## src/urc_pkg.sv

```systemverilog
// Shared constants, register map and state types of the serial register core.
package urc_pkg;
	// Register offsets on the three address pins.
	localparam logic [2:0] ADDR_HOLD    = 3'h0;
	localparam logic [2:0] ADDR_ENABLE  = 3'h1;
	localparam logic [2:0] ADDR_IDENT   = 3'h2;
	localparam logic [2:0] ADDR_LFC     = 3'h3;
	localparam logic [2:0] ADDR_MLC     = 3'h4;
	localparam logic [2:0] ADDR_STATUS  = 3'h5;
	localparam logic [2:0] ADDR_MSTAT   = 3'h6;
	localparam logic [2:0] ADDR_SCRATCH = 3'h7;
	localparam logic [2:0] ADDR_DIV_LO  = 3'h0;
	localparam logic [2:0] ADDR_DIV_HI  = 3'h1;
	// Values after reset.
	localparam logic [7:0] RST_ENABLE   = 8'h00;
	localparam logic [7:0] RST_LFC      = 8'h00;
	localparam logic [7:0] RST_MLC      = 8'h00;
	localparam logic [7:0] RST_SCRATCH  = 8'hff;
	localparam logic [7:0] RST_DIV      = 8'h01;
	// Field positions.
	localparam int LFC_STOP   = 2;
	localparam int LFC_PAR_EN = 3;
	localparam int LFC_EVEN   = 4;
	localparam int LFC_FORCE  = 5;
	localparam int LFC_BREAK  = 6;
	localparam int LFC_DLAB   = 7;
	localparam int MLC_LOOP   = 4;
	// Identification codes in bits 3..0, priority 1 first.
	localparam logic [3:0] ID_LINE = 4'h6;
	localparam logic [3:0] ID_RXRD = 4'h4;
	localparam logic [3:0] ID_TXEM = 4'h2;
	localparam logic [3:0] ID_MDM  = 4'h0;
	localparam logic [3:0] ID_NONE = 4'h1;
	// Counts of 16x sample ticks.
	localparam logic [5:0] TICKS_BIT    = 6'h10;
	localparam logic [5:0] TICKS_START  = 6'h08;
	localparam logic [5:0] TICKS_STOP15 = 6'h18;
	localparam logic [5:0] TICKS_STOP2  = 6'h20;
	typedef enum logic [4:0] {
		URC_TX_IDLE  = 5'h01,
		URC_TX_START = 5'h02,
		URC_TX_DATA  = 5'h04,
		URC_TX_PAR   = 5'h08,
		URC_TX_STOP  = 5'h10
	} urc_tx_state_t;
	typedef enum logic [4:0] {
		URC_RX_IDLE  = 5'h01,
		URC_RX_START = 5'h02,
		URC_RX_DATA  = 5'h04,
		URC_RX_PAR   = 5'h08,
		URC_RX_STOP  = 5'h10
	} urc_rx_state_t;
endpackage

```

## src/urc_core.sv

```systemverilog
// Serial transceiver core with its host register file and modem lines.
// Function
// - Holding register loads when holding or shifter empty.
// - Holding-empty flag set on idle or transfer.
// - Validate start bit at mid-bit sample.
// - Enable bits gate four sources; upper zero.
// - Identification read clears only shown source.
// - Lower source hidden until higher serviced.
// - Identification codes 0110, 0100, 0010, 0000.
// - Bit 0 low when pending; upper zero.
// - Bits 1..0 select five to eight bits.
// - Stop bit count one, one and a half, two.
// - Bit 3 adds and checks parity.
// - Bit 4 picks odd or even parity.
// - Bit 5 forces parity to fixed level.
// - Bit 6 holds serial output low, except in loopback where it stays high.
// - Bit 7 maps addresses to divisor latch.
// - Control bits drive ready and send outputs.
// - Control bits drive two general outputs.
// - Bit 4 enables loopback; upper zero.
// - Completed character moves to receive holding.
// - Status bit 0 shows data waiting.
// - Overrun sets flag, keeps held byte.
// - Loopback joins serial and modem lines.
// - Status bits flag parity, framing, break.
// - Modem changes set deltas; read clears.
`timescale 1ns/100ps
module urc_core (
	input  wire logic       clk,
	input  wire logic       arst_n,
	input  wire logic       cs,
	input  wire logic [2:0] addr,
	input  wire logic       rd_n,
	input  wire logic       wr_n,
	input  wire logic [7:0] wdata,
	output logic      [7:0] rdata,
	output logic            irq,
	input  wire logic       serial_in,
	output logic            serial_out,
	input  wire logic       cts_n,
	input  wire logic       dsr_n,
	input  wire logic       ri_n,
	input  wire logic       cd_n,
	output logic            dtr_n,
	output logic            rts_n,
	output logic            general_output_a_n,
	output logic            general_output_b_n
);
	logic [7:0] interrupt_enable_ff;
	logic [7:0] line_format_control_ff;
	logic [7:0] modem_line_control_ff;
	logic [7:0] receive_holding_ff;
	logic [7:0] scratch_ff;
	logic [7:0] div_lo_ff;
	logic [7:0] div_hi_ff;
	logic [7:0] rdata_ff;
	logic       rd_n_ff;
	logic       wr_n_ff;
	logic       dr_ff;
	logic [3:0] err_ff;
	logic [3:0] delta_ff;
	logic [3:0] mdm_prev_ff;
	logic       mdm_armed_ff;
	logic [3:0] pend_ff;
	logic       tick;

	// Host strobes act once, on their falling edge.
	wire rd_pulse = cs & ~rd_n & rd_n_ff;
	wire wr_pulse = cs & ~wr_n & wr_n_ff;
	wire dlab     = line_format_control_ff[urc_pkg::LFC_DLAB];
	wire rd_hold  = rd_pulse & (addr == urc_pkg::ADDR_HOLD) & ~dlab;
	wire wr_hold  = wr_pulse & (addr == urc_pkg::ADDR_HOLD) & ~dlab;
	wire rd_ident = rd_pulse & (addr == urc_pkg::ADDR_IDENT);
	wire rd_stat  = rd_pulse & (addr == urc_pkg::ADDR_STATUS);
	wire rd_mstat = rd_pulse & (addr == urc_pkg::ADDR_MSTAT);
	wire wr_ena   = wr_pulse & (addr == urc_pkg::ADDR_ENABLE) & ~dlab;
	wire wr_lfc   = wr_pulse & (addr == urc_pkg::ADDR_LFC);
	wire wr_mlc   = wr_pulse & (addr == urc_pkg::ADDR_MLC);
	wire wr_scr   = wr_pulse & (addr == urc_pkg::ADDR_SCRATCH);
	wire wr_dlo   = wr_pulse & (addr == urc_pkg::ADDR_DIV_LO) & dlab;
	wire wr_dhi   = wr_pulse & (addr == urc_pkg::ADDR_DIV_HI) & dlab;

	// Character format shared by both directions.
	wire [1:0] wlen     = line_format_control_ff[1:0];
	wire [2:0] last_bit = {1'b1, wlen};
	wire [7:0] dmask    = 8'hff >> (2'h3 - wlen);
	wire       par_en   = line_format_control_ff[urc_pkg::LFC_PAR_EN];
	wire       loop     = modem_line_control_ff[urc_pkg::MLC_LOOP];

	function automatic logic par_of(input logic [7:0] d, input logic [7:0] fmt);
		logic even;
		even = fmt[urc_pkg::LFC_EVEN];
		if (fmt[urc_pkg::LFC_FORCE])
			par_of = ~even;
		else
			par_of = even ? ^d : ~^d;
	endfunction

	urc_baud #(
		.W(16)
	) u_baud (
		.clk     (clk),
		.arst_n  (arst_n),
		.divisor ({div_hi_ff, div_lo_ff}),
		.tick    (tick)
	);

	// Transmit path: holding entry in the buffer, then the shifter.
	urc_pkg::urc_tx_state_t tx_state_ff;
	logic [7:0] transmit_shifter_ff;
	logic [5:0] tx_cnt_ff;
	logic [2:0] tx_bit_ff;
	logic       tx_line_ff;
	logic [7:0] buf_data;
	logic       buf_valid;
	logic       buf_in_ready;
	wire        tx_idle  = (tx_state_ff == urc_pkg::URC_TX_IDLE);
	wire        tx_load  = tx_idle & buf_valid;
	wire        hold_empty = ~buf_valid;
	wire        tx_empty   = hold_empty & tx_idle;
	// A write is taken while holding entry or shifter is free; otherwise it is dropped.
	wire        tx_push    = wr_hold & (hold_empty | tx_idle) & buf_in_ready;
	wire        tx_bit_end = tick & (tx_cnt_ff == urc_pkg::TICKS_BIT - 6'h01);
	wire [5:0]  stop_ticks = ~line_format_control_ff[urc_pkg::LFC_STOP] ? urc_pkg::TICKS_BIT :
		(wlen == 2'h0) ? urc_pkg::TICKS_STOP15 : urc_pkg::TICKS_STOP2;

	urc_buffer #(
		.WIDTH(8),
		.DEPTH(2)
	) u_tx_buf (
		.clk       (clk),
		.arst_n    (arst_n),
		.in_data   (wdata),
		.in_valid  (tx_push),
		.in_ready  (buf_in_ready),
		.out_data  (buf_data),
		.out_valid (buf_valid),
		.out_ready (tx_idle)
	);

	always_ff @(posedge clk or negedge arst_n)
	begin
		if (!arst_n)
		begin
			tx_state_ff         <= urc_pkg::URC_TX_IDLE;
			transmit_shifter_ff <= 8'h00;
			tx_cnt_ff           <= 6'h00;
			tx_bit_ff           <= 3'h0;
			tx_line_ff          <= 1'b1;
		end
		else
		begin
			case (tx_state_ff)
				urc_pkg::URC_TX_IDLE:
				begin
					tx_line_ff <= 1'b1;
					if (tx_load)
					begin
						transmit_shifter_ff <= buf_data & dmask;
						tx_state_ff         <= urc_pkg::URC_TX_START;
						tx_cnt_ff           <= 6'h00;
						tx_line_ff          <= 1'b0;
					end
				end
				urc_pkg::URC_TX_START, urc_pkg::URC_TX_DATA, urc_pkg::URC_TX_PAR:
				begin
					if (tick)
						tx_cnt_ff <= tx_cnt_ff + 6'h01;
					if (tx_bit_end)
					begin
						tx_cnt_ff <= 6'h00;
						if (tx_state_ff == urc_pkg::URC_TX_START)
						begin
							tx_state_ff <= urc_pkg::URC_TX_DATA;
							tx_bit_ff   <= 3'h0;
							tx_line_ff  <= transmit_shifter_ff[0];
						end
						else if (tx_state_ff == urc_pkg::URC_TX_DATA && tx_bit_ff != last_bit)
						begin
							tx_bit_ff  <= tx_bit_ff + 3'h1;
							tx_line_ff <= transmit_shifter_ff[tx_bit_ff + 3'h1];
						end
						else if (tx_state_ff == urc_pkg::URC_TX_DATA && par_en)
						begin
							tx_state_ff <= urc_pkg::URC_TX_PAR;
							tx_line_ff  <= par_of(transmit_shifter_ff, line_format_control_ff);
						end
						else
						begin
							tx_state_ff <= urc_pkg::URC_TX_STOP;
							tx_line_ff  <= 1'b1;
						end
					end
				end
				urc_pkg::URC_TX_STOP:
				begin
					if (tick)
						tx_cnt_ff <= tx_cnt_ff + 6'h01;
					if (tick && tx_cnt_ff == stop_ticks - 6'h01)
						tx_state_ff <= urc_pkg::URC_TX_IDLE;
				end
				default:
					tx_state_ff <= urc_pkg::URC_TX_IDLE;
			endcase
		end
	end

	wire tx_wire = tx_line_ff & ~line_format_control_ff[urc_pkg::LFC_BREAK];
	assign serial_out = loop ? 1'b1 : tx_wire;

	// Receive path.
	urc_pkg::urc_rx_state_t rx_state_ff;
	logic [7:0] rx_shift_ff;
	logic [5:0] rx_cnt_ff;
	logic [2:0] rx_bit_ff;
	logic       rx_par_ff;
	logic       rx_prev_ff;
	wire        rx_in     = loop ? tx_wire : serial_in;
	wire        rx_sample = tick & (rx_cnt_ff == urc_pkg::TICKS_BIT - 6'h01);
	wire        rx_done   = rx_sample & (rx_state_ff == urc_pkg::URC_RX_STOP);
	wire        fe_now    = ~rx_in;
	wire        pe_now    = par_en & (rx_par_ff != par_of(rx_shift_ff, line_format_control_ff));
	wire        bi_now    = (rx_shift_ff == 8'h00) & ~rx_in & ~(par_en & rx_par_ff);

	always_ff @(posedge clk or negedge arst_n)
	begin
		if (!arst_n)
		begin
			rx_state_ff <= urc_pkg::URC_RX_IDLE;
			rx_shift_ff <= 8'h00;
			rx_cnt_ff   <= 6'h00;
			rx_bit_ff   <= 3'h0;
			rx_par_ff   <= 1'b0;
			rx_prev_ff  <= 1'b1;
		end
		else
		begin
			rx_prev_ff <= rx_in;
			if (tick && rx_state_ff != urc_pkg::URC_RX_IDLE)
				rx_cnt_ff <= rx_cnt_ff + 6'h01;
			case (rx_state_ff)
				urc_pkg::URC_RX_IDLE:
				begin
					if (rx_prev_ff && !rx_in)
					begin
						rx_state_ff <= urc_pkg::URC_RX_START;
						rx_cnt_ff   <= 6'h00;
						rx_shift_ff <= 8'h00;
					end
				end
				urc_pkg::URC_RX_START:
				begin
					// The edge is seen in the cycle it arrives, so eight ticks later this lands mid start bit.
					if (tick && rx_cnt_ff == urc_pkg::TICKS_START - 6'h01)
					begin
						rx_cnt_ff   <= 6'h00;
						rx_bit_ff   <= 3'h0;
						rx_state_ff <= rx_in ? urc_pkg::URC_RX_IDLE : urc_pkg::URC_RX_DATA;
					end
				end
				urc_pkg::URC_RX_DATA:
				begin
					if (rx_sample)
					begin
						rx_cnt_ff              <= 6'h00;
						rx_shift_ff[rx_bit_ff] <= rx_in;
						rx_bit_ff              <= rx_bit_ff + 3'h1;
						if (rx_bit_ff == last_bit)
							rx_state_ff <= par_en ? urc_pkg::URC_RX_PAR : urc_pkg::URC_RX_STOP;
					end
				end
				urc_pkg::URC_RX_PAR:
				begin
					if (rx_sample)
					begin
						rx_cnt_ff   <= 6'h00;
						rx_par_ff   <= rx_in;
						rx_state_ff <= urc_pkg::URC_RX_STOP;
					end
				end
				urc_pkg::URC_RX_STOP:
				begin
					if (rx_sample)
						rx_state_ff <= urc_pkg::URC_RX_IDLE;
				end
				default:
					rx_state_ff <= urc_pkg::URC_RX_IDLE;
			endcase
		end
	end

	// Receive holding and line status; hardware sets win over read clears.
	wire       rx_load = rx_done & ~dr_ff;
	wire [3:0] err_set = {bi_now, fe_now, pe_now, dr_ff} & {4{rx_done}};

	always_ff @(posedge clk or negedge arst_n)
	begin
		if (!arst_n)
		begin
			receive_holding_ff <= 8'h00;
			dr_ff              <= 1'b0;
			err_ff             <= 4'h0;
		end
		else
		begin
			if (rx_load)
				receive_holding_ff <= rx_shift_ff;
			dr_ff  <= rx_done | (dr_ff & ~rd_hold);
			err_ff <= err_set | (err_ff & ~{4{rd_stat}});
		end
	end

	// Modem inputs as active-high levels, in status bit order cts, dsr, ri, cd.
	wire [3:0] mdm_now = loop ? {modem_line_control_ff[3], modem_line_control_ff[2],
		modem_line_control_ff[0], modem_line_control_ff[1]} :
		~{cd_n, ri_n, dsr_n, cts_n};
	wire [3:0] mdm_chg = mdm_prev_ff ^ mdm_now;
	// Ring indicator reports only its trailing edge.
	wire [3:0] delta_set = {mdm_chg[3], mdm_chg[2] & mdm_prev_ff[2], mdm_chg[1:0]}
		& {4{mdm_armed_ff}};

	always_ff @(posedge clk or negedge arst_n)
	begin
		if (!arst_n)
		begin
			mdm_prev_ff  <= 4'h0;
			mdm_armed_ff <= 1'b0;
			delta_ff     <= 4'h0;
		end
		else
		begin
			mdm_prev_ff  <= mdm_now;
			mdm_armed_ff <= 1'b1;
			delta_ff     <= delta_set | (delta_ff & ~{4{rd_mstat}});
		end
	end

	// Pending sources in order line, receive, transmit, modem.
	logic hold_empty_ff;
	wire [3:0] active  = pend_ff & {interrupt_enable_ff[2], interrupt_enable_ff[0],
		interrupt_enable_ff[1], interrupt_enable_ff[3]};
	wire [3:0] top     = active[3] ? 4'h8 : active[2] ? 4'h4 :
		active[1] ? 4'h2 : active[0] ? 4'h1 : 4'h0;
	wire [3:0] id_code = active[3] ? urc_pkg::ID_LINE : active[2] ? urc_pkg::ID_RXRD :
		active[1] ? urc_pkg::ID_TXEM : active[0] ? urc_pkg::ID_MDM : urc_pkg::ID_NONE;
	wire [3:0] evt     = {|err_set, rx_done, hold_empty & ~hold_empty_ff, |delta_set};
	wire [3:0] clr     = ({4{rd_ident}} & top) |
		{rd_stat, rd_hold, wr_hold, rd_mstat};

	always_ff @(posedge clk or negedge arst_n)
	begin
		if (!arst_n)
		begin
			pend_ff       <= 4'h0;
			hold_empty_ff <= 1'b1;
		end
		else
		begin
			pend_ff       <= evt | (pend_ff & ~clr);
			hold_empty_ff <= hold_empty;
		end
	end

	assign irq = |active;

	// Host register writes.
	always_ff @(posedge clk or negedge arst_n)
	begin
		if (!arst_n)
		begin
			interrupt_enable_ff    <= urc_pkg::RST_ENABLE;
			line_format_control_ff <= urc_pkg::RST_LFC;
			modem_line_control_ff  <= urc_pkg::RST_MLC;
			scratch_ff             <= urc_pkg::RST_SCRATCH;
			div_lo_ff              <= urc_pkg::RST_DIV;
			div_hi_ff              <= 8'h00;
		end
		else
		begin
			if (wr_ena)
				interrupt_enable_ff <= {4'h0, wdata[3:0]};
			if (wr_lfc)
				line_format_control_ff <= wdata;
			if (wr_mlc)
				modem_line_control_ff <= {3'h0, wdata[4:0]};
			if (wr_scr)
				scratch_ff <= wdata;
			if (wr_dlo)
				div_lo_ff <= wdata;
			if (wr_dhi)
				div_hi_ff <= wdata;
		end
	end

	// Read data is captured at the strobe edge and held until the next read.
	wire [7:0] status_val = {1'b0, tx_empty, hold_empty, err_ff, dr_ff};
	wire [7:0] rd_mux     =
		(dlab && addr == urc_pkg::ADDR_DIV_LO) ? div_lo_ff :
		(dlab && addr == urc_pkg::ADDR_DIV_HI) ? div_hi_ff :
		(addr == urc_pkg::ADDR_HOLD)    ? receive_holding_ff :
		(addr == urc_pkg::ADDR_ENABLE)  ? interrupt_enable_ff :
		(addr == urc_pkg::ADDR_IDENT)   ? {4'h0, id_code} :
		(addr == urc_pkg::ADDR_LFC)     ? line_format_control_ff :
		(addr == urc_pkg::ADDR_MLC)     ? modem_line_control_ff :
		(addr == urc_pkg::ADDR_STATUS)  ? status_val :
		(addr == urc_pkg::ADDR_MSTAT)   ? {mdm_now, delta_ff} : scratch_ff;

	always_ff @(posedge clk or negedge arst_n)
	begin
		if (!arst_n)
		begin
			rd_n_ff  <= 1'b1;
			wr_n_ff  <= 1'b1;
			rdata_ff <= 8'h00;
		end
		else
		begin
			rd_n_ff <= rd_n | ~cs;
			wr_n_ff <= wr_n | ~cs;
			if (rd_pulse)
				rdata_ff <= rd_mux;
		end
	end

	assign rdata              = rdata_ff;
	assign dtr_n              = ~modem_line_control_ff[0];
	assign rts_n              = ~modem_line_control_ff[1];
	assign general_output_a_n = ~modem_line_control_ff[2];
	assign general_output_b_n = ~modem_line_control_ff[3];
endmodule

```

## src/urc_buffer.sv

```systemverilog
// Two-entry buffer with valid and ready on both sides.
`timescale 1ns/100ps
module urc_buffer #(
	parameter int WIDTH = 8,
	parameter int DEPTH = 2
) (
	input  wire logic             clk,
	input  wire logic             arst_n,
	input  wire logic [WIDTH-1:0] in_data,
	input  wire logic             in_valid,
	output logic                  in_ready,
	output logic      [WIDTH-1:0] out_data,
	output logic                  out_valid,
	input  wire logic             out_ready
);
	localparam int AW = (DEPTH > 1) ? $clog2(DEPTH) : 1;
	logic [WIDTH-1:0] mem_ff [DEPTH];
	logic [AW-1:0]    wr_ptr_ff;
	logic [AW-1:0]    rd_ptr_ff;
	logic [AW:0]      count_ff;
	wire              push = in_valid & in_ready;
	wire              pop  = out_valid & out_ready;
	assign in_ready  = (count_ff != (AW+1)'(DEPTH));
	assign out_valid = (count_ff != '0);
	assign out_data  = mem_ff[rd_ptr_ff];
	always_ff @(posedge clk)
	begin
		if (push)
			mem_ff[wr_ptr_ff] <= in_data;
	end
	always_ff @(posedge clk or negedge arst_n)
	begin
		if (!arst_n)
		begin
			wr_ptr_ff <= '0;
			rd_ptr_ff <= '0;
			count_ff  <= '0;
		end
		else
		begin
			if (push)
				wr_ptr_ff <= (wr_ptr_ff == AW'(DEPTH-1)) ? '0 : wr_ptr_ff + 1'b1;
			if (pop)
				rd_ptr_ff <= (rd_ptr_ff == AW'(DEPTH-1)) ? '0 : rd_ptr_ff + 1'b1;
			count_ff <= count_ff + (AW+1)'(push) - (AW+1)'(pop);
		end
	end
endmodule

```

## src/urc_baud.sv

```systemverilog
// Divisor counter giving the one-cycle 16x sample enable.
`timescale 1ns/100ps
module urc_baud #(
	parameter int W = 16
) (
	input  wire logic         clk,
	input  wire logic         arst_n,
	input  wire logic [W-1:0] divisor,
	output logic              tick
);
	logic [W-1:0] cnt_ff;
	// A divisor of zero behaves as one so the block never stalls.
	wire  [W-1:0] last = (divisor == '0) ? '0 : divisor - 1'b1;
	assign tick = (cnt_ff >= last);
	always_ff @(posedge clk or negedge arst_n)
	begin
		if (!arst_n)
			cnt_ff <= '0;
		else
			cnt_ff <= tick ? '0 : cnt_ff + 1'b1;
	end
endmodule

```

## config.mk

```make
export PLATFORM = sky130hd
export DESIGN_NAME = urc_core
export DESIGN_NICKNAME = d
export VERILOG_FILES = /design/src/urc_pkg.sv /design/src/urc_core.sv /design/src/urc_buffer.sv /design/src/urc_baud.sv
export SDC_FILE = /design/constraint.sdc
export NUM_CORES = 1
export LEC_CHECK = 0
export BUFFER_PORTS_ARGS = -buffer_cell sky130_fd_sc_hd__buf_2
export CAP_MARGIN = 10
export CORE_AREA = 2 2 181 147
export CTS_BUF_LIST = sky130_fd_sc_hd__clkbuf_4 sky130_fd_sc_hd__clkbuf_8 sky130_fd_sc_hd__clkbuf_16
export DETAILED_ROUTE_END_ITERATION = 16
export DIE_AREA = 0 0 183 149
export MAX_ROUTING_LAYER = met4
export PLACE_DENSITY = 0.52
export SLEW_MARGIN = 20
export SYNTH_ARGS = -nofsm -noshare
export SYNTH_HDL_FRONTEND = slang
export SYNTH_SLANG_ARGS = --single-unit
export TNS_END_PERCENT = 30
```

## constraint.sdc

```tcl
create_clock -name clk -period 9.5 [get_ports clk]
set_input_delay 2.85 -clock clk [delete_from_list [all_inputs] [get_ports clk]]
set_output_delay 2.85 -clock clk [all_outputs]
set_load 0.02 [all_outputs]
```

# Word-level counts from Yosys, hierarchy flattened

Memories as Yosys holds them, arrays and structs flattened.
Index checks and enable logic that the tools add are counted.

Flip-flop bits (word level): 145
Memory bits (writable): 16
Memories kept: 1
Logic and storage cells: 272

Memory list:

| memory          | words | width | read ports | clocked after memory_dff | wr ports | RTL line         | source |
|---|---|---|---|---|---|---|---|
| u_tx_buf.mem_ff | 2     | 8     | 1          | 0                        | 1        | urc_buffer.sv:17 | `logic [WIDTH-1:0] mem_ff [DEPTH];` |

Muxes and demuxes: 76
Shift operators: 1
Bitwise logic cells: 72
Eq/ne operators: 36
Add/subtract/negate cells: 12
Magnitude comparators: 4
Reduce and logical (&&, ||, !) cells: 38

Operators with widths:

| cell                                                                 | number |
|---|---|
| 8-bit 2-to-1 mux                                                     | 11 |
| 5-bit 2-to-1 mux                                                     | 13 |
| 6-bit 2-to-1 mux                                                     | 9 |
| 6-bit case mux with 3 select lines                                   | 2 |
| 1-bit bitwise AND                                                    | 35 |
| 16-bit 2-to-1 mux                                                    | 2 |
| 4-bit bitwise AND                                                    | 7 |
| 5-bit case mux with 5 select lines                                   | 1 |
| 3-bit 2-to-1 mux                                                     | 8 |
| 1-bit 2-to-1 mux                                                     | 19 |
| 2-bit inequality test, second input constant                         | 9 |
| 16-bit by 1-bit adder with 16-bit output, second input constant      | 1 |
| 16-bit greater-or-equal comparator                                   | 1 |
| 16-bit logical NOT                                                   | 1 |
| 1-bit inverter                                                       | 16 |
| 4-bit inverter                                                       | 4 |
| 4-bit bitwise OR                                                     | 4 |
| 8-bit case mux with 2 select lines                                   | 1 |
| 8-bit XNOR reduction                                                 | 2 |
| 8-bit XOR reduction                                                  | 2 |
| 16-bit by 1-bit subtractor with 16-bit output, second input constant | 1 |
| 5-bit case mux with 3 select lines                                   | 1 |
| 6-bit by 1-bit adder with 6-bit output, second input constant        | 2 |
| 3-bit equality test, second input constant                           | 4 |
| 49 further kinds                                                     | 83 |

# Logic depth before layout (Yosys ltp)

Depth after elaboration: 11
Depth in mapped cells: 17

# Cells and area by module

Synthesis repeated with hierarchy kept, for this count alone.

Cell total of the unflattened synthesis: 884
Area, all modules: 9152.5 um^2

Modules (own cells, without submodules):

| module     | cells each | area an instance (um^2) | instances |
|---|---|---|---|
| urc_core   | 656        | 6718.9                  | 1 |
| urc_baud   | 181        | 1624.1                  | 1 |
| urc_buffer | 47         | 809.5                   | 1 |

# Worst setup path before layout

Ideal clock, no wire load.

Kind: input to register
Start: input addr[2]
End: memory u_tx_buf.mem_ff[0][0] (enable)
Slack: 4986 ps
Buffers on the path: 2
Cell stages on the path: 5
Arrival time: 4131 ps
Library setup time: 383 ps
Path through: clkbuf_1 clkbuf_1 nor2_1 nand3_1 nor3_1

Longest elaborated chain between the ends: 8

RTL lines:

| what                                   | RTL line         | source |
|---|---|---|
| from (decl)                            | urc_core.sv:32   | `input wire logic [2:0] addr,` |
| 3-bit logical NOT                      | urc_core.sv:72   | `wire wr_hold = wr_pulse & (addr == urc_pkg::ADDR_HOLD) & ~dlab;` |
| 1-bit bitwise AND (2 in series)        | urc_core.sv:72   |  |
| 1-bit bitwise AND (2 in series)        | urc_core.sv:122  | `wire tx_push = wr_hold & (hold_empty \| tx_idle) & buf_in_ready;` |
| 1-bit bitwise AND                      | urc_buffer.sv:21 | `wire push = in_valid & in_ready;` |
| 1-bit 2-to-1 mux                       | urc_buffer.sv:28 | `if (push)` |
| 1-bit 2-to-1 mux (implied by the code) | urc_buffer.sv:29 | `mem_ff[wr_ptr_ff] <= in_data;` |
| to (decl)                              | urc_buffer.sv:17 |  |

No other way between the ends.

# Worst setup path in the final report

Start: input addr[0]
End: register div_hi_ff[2]

Longest elaborated chain between the ends: 3

RTL lines:

| what                                           | RTL line        | source |
|---|---|---|
| 3-bit by 1-bit equality test with 1-bit output | urc_core.sv:81  | `wire wr_dhi = wr_pulse & (addr == urc_pkg::ADDR_DIV_HI) & dlab;` |
| 1-bit bitwise AND (2 in series)                | urc_core.sv:81  |  |
| to (signal assigned)                           | urc_core.sv:391 | `div_hi_ff <= wdata;` |
| to (decl)                                      | urc_core.sv:55  | `logic [7:0] div_hi_ff;` |

No other way between the ends.
A chain may end at the register's enable or synchronous reset.

==> impl_metrics.csv <==
group,metric,value,unit
setup_path,cp.arrival,5040,ps
finish,diodes,0,
placement,dp_slack,4320,ps
yosys,synth_xor_area_frac,0.0567,
floorplan,die_area,0.0273,sq mm
pwr,p_clk_frac,0.299,
yosys,yosys-top-cells-area,"dfrtp_1 37%, mux2_2 6.4%, edfxtp_1 5.5%",
floorplan,die_h,149,um
cts,cts_root_buffer,"clkbuf_16",
timing,setup_viol_count_final,0,
setup_path,cp_max_fo,36,
routing,drc,0,
yosys,syn_inst,880,
yosys,ys_warn_count,0,
cts,clock_latency,430,ps
timing,holdWs,494,ps
global_route,grt.overflow.total,0,
floorplan,core_area,0.0257,sq mm
cts,cts_hold_buf,0,
setup_path,critPathKind,"input pin to flop",
routing,ant_nets,0,
timing,finalSetupTns,0,ps
setup_path,crit_chain,"buf_2 -> nor2b_1 -> nand2_1 -> nor3_2 -> mux2_2",
cts,postCtsSetupRepairBufs,0,
hold_path,min_path_type,"flop to flop",
pwr,switching_share,0.353,
routing,vias,6535,
setup_path,cpPeakStageDelay,530,ps
timing,clock_skew,11.0,ps
floorplan,rows,53,
routing,vias_per_cell,5.25,
pwr,combPwrFrac,0.313,
yosys,synth_edf_count,16,
global_route,grtUsageTotal,0.172,
yosys,ys_seq_elements,161,
yosys,synth_top_family_by_area,"simple AND/OR/NAND/NOR gates",
setup_path,endpoint_kind,"flop",
yosys,synth_compound_area_frac,0.133,
pwr,p_int,1630,uW
yosys,yosysMostFrequentCell,"dfrtp_1",
routing,routed_wl,21700,um
yosys,synth-simple-area-share,0.171,
floorplan,io_pins,35,
yosys,synth_common_cells,"129 x dfrtp_1, 105 x nand2_1, 66 x nor2_1, 66 x o21ai_0, 50 x mux2_2",
floorplan,die_x,183,um
yosys,yosys_most_used_dff,"dfrtp_1",
cts,cts_tree,"done",
global_route,grt_max_degree,77,
yosys,synth_fa_ha_area_frac,0.0412,
placement,port_buffers,34,
yosys,synth_cell_type_count,68,
yosys,synthMuxAreaShare,0.0990,
setup_path,critPathLaunchType,"input pin",
pwr,p_sw,892,uW
pwr,power_density,254,mW/mm^2
job,cap_violations,0,
yosys,async_flop_share,0.901,
finish,finish.net_count,952,
cts,cts_resized,0,
timing,fin_ws,4770,ps
setup_path,critical_path.top_delay_family,"simple AND/OR/NAND/NOR gates",
cts,clock_path_buffers,2,
cts,htree_num_levels,4,
timing,rsz0062_at_grt,"false",
yosys,seq_area_frac_synth,0.469,
finish,fin_area,0.00994,sq mm
yosys,synthesis.area,0.00881,sq mm
timing,tightest_slew,888,ps
pwr,max-vdd-ir-drop,0.000133,V
timing,relSlewSlack,0.408,
cts,clkSinkCount,161,
timing,fin_crit,4730,ps
finish,final_layout_size_suffix_gt1_frac,0.176,
floorplan,start_util,0.342,
timing,fmax,0.212,GHz
yosys,yosysTopAreaCellShare,0.367,
setup_path,slowest_stage,"nor3_2",
routing,drt-initial-drc-count,487,
yosys,synth_top_cell_by_area,"dfrtp_1",
cts,cts_buffers,17,
placement,place_hpwl,15600,um
yosys,syn_avg_cell_area,10.0,sq um
finish,synthToLayoutAreaGrowth,12.9,%
placement,placed_area,0.00929,sq mm
timing,drv_slew,0,
global_route,grt_pass1_wl,35000,um
global_route,grt_pass1_vias,6101,
timing,final.period_utilization,0.497,
global_route,antenna_found_initial,0,
timing,finalHoldViolations,0,
pwr,seq_power_share,0.388,
pwr,power_leakage,0.00431,uW
yosys,synth_fp_nets,930,
outcome,status,"complete, no violations",
placement,globalplace.congestion,0.918,
cts,clk_pin_slew_worst_paths,60,ps
setup_path,path_buf_inv,1,
routing,first_pass_iters,6,
routing,wl_per_cell,17.4,um
setup_path,worst_ep_required_time,9810,ps
sequential cells by signal (all words and copies together), names as in the netlist, 6 cells and up:
register,count
u_baud.cnt_ff,16
receive_holding_ff,8
div_lo_ff,8
rdata,8
u_tx_buf.mem_ff,16
scratch_ff,8
rx_shift_ff,8
transmit_shifter_ff,8
tx_cnt_ff,6
rx_cnt_ff,6
div_hi_ff,8
line_format_control_ff,8
logic make-up (layout without fill, tap and decap cells):
kind of cell | after synthesis | count (layout)
simple gates | 309 | 309
compound gates | 182 | 182
flops | 161 | 161
mux | 73 | 73
buf+inv | 68 | 103
xor+xnor | 57 | 57
fa+ha+maj | 29 | 29
other cells | 1 | 1
cells in the final DEF (no fill, tap or decap), types with 6 or more instances in the layout:
master / count
xnor2_1: 32
and2_1: 7
nand2_1: 105
o211ai_1: 16
mux2_2: 50
clkbuf_16: 18
buf_2: 33
mux2i_1: 16
xor2_1: 25
a22o_1: 6
a31oi_1: 10
inv_1: 33
edfxtp_1: 16
nor2_1: 66
nand3_1: 38
dfstp_2: 16
ha_1: 29
o21ai_0: 65
dfrtp_1: 129
nor2b_1: 12
nor3_1: 11
a21oi_1: 26
and3_1: 14
o22ai_1: 6
o31ai_1: 8
mux4_2: 6
nand2b_1: 15
metal layers:
metal	vias to the layer above	track usage	wire, um
li1	3188	-	-
met1	3206	0.262	11600
met2	121	0.230	8960
met3	20	0.0320	876
met4	0	0.0436	267
met5	-	-	0
tightest hold or removal path, cell delays in order (launching register included):
cell     delay (ps)
dfrtp_1         350
nand2_1          50
o21ai_0          60
per-stage QoR:
stage | std cells | utilization | power, uW
floorplan | 880 | - | 1550
global placement | 1213 | 0.361 | 1770
detailed placement | 1213 | 0.361 | 1780
CTS | 1245 | 0.386 | 2540
global route | 1245 | 0.387 | 2690
finish | 1245 | 0.387 | 2520
final cells by class:
type                    count  area (sq um)
well taps                 330           413
clock inverters             9           155
multi-input cells         651          4420
inverters                  33           124
clock buffers              23           494
repair buffers             38           206
fillers                  2530         15800
flip-flops and latches    161          4130
power groups by stage:
stage          Sequential, uW  Combinational (uW)  Clock (uW)
6_report                  980                 789         755
4_1_cts                   978                 793         773
3_3_place_gp              990                 782           0
2_1_floorplan             933                 617           0
5_1_grt                   999                 891         804
3_5_place_dp              989                 789           0
path summary, 6_finish.rpt:
kind                            cells past startpoint          from  slack [ps]                to
worst max-delay path                                5       addr[0]        4770      div_hi_ff[2]
max in group asynchronous                           2        arst_n        5680    rx_shift_ff[0]
worst max register to register                     15  div_lo_ff[3]        4970         err_ff[1]
min in group asynchronous                           1        arst_n        2450  u_baud.cnt_ff[4]
worst min register to register                      2   delta_ff[0]         490       delta_ff[0]
worst min-delay path                                2   delta_ff[0]         490       delta_ff[0]
No activity file was read; power rests on OpenSTA's default activity.
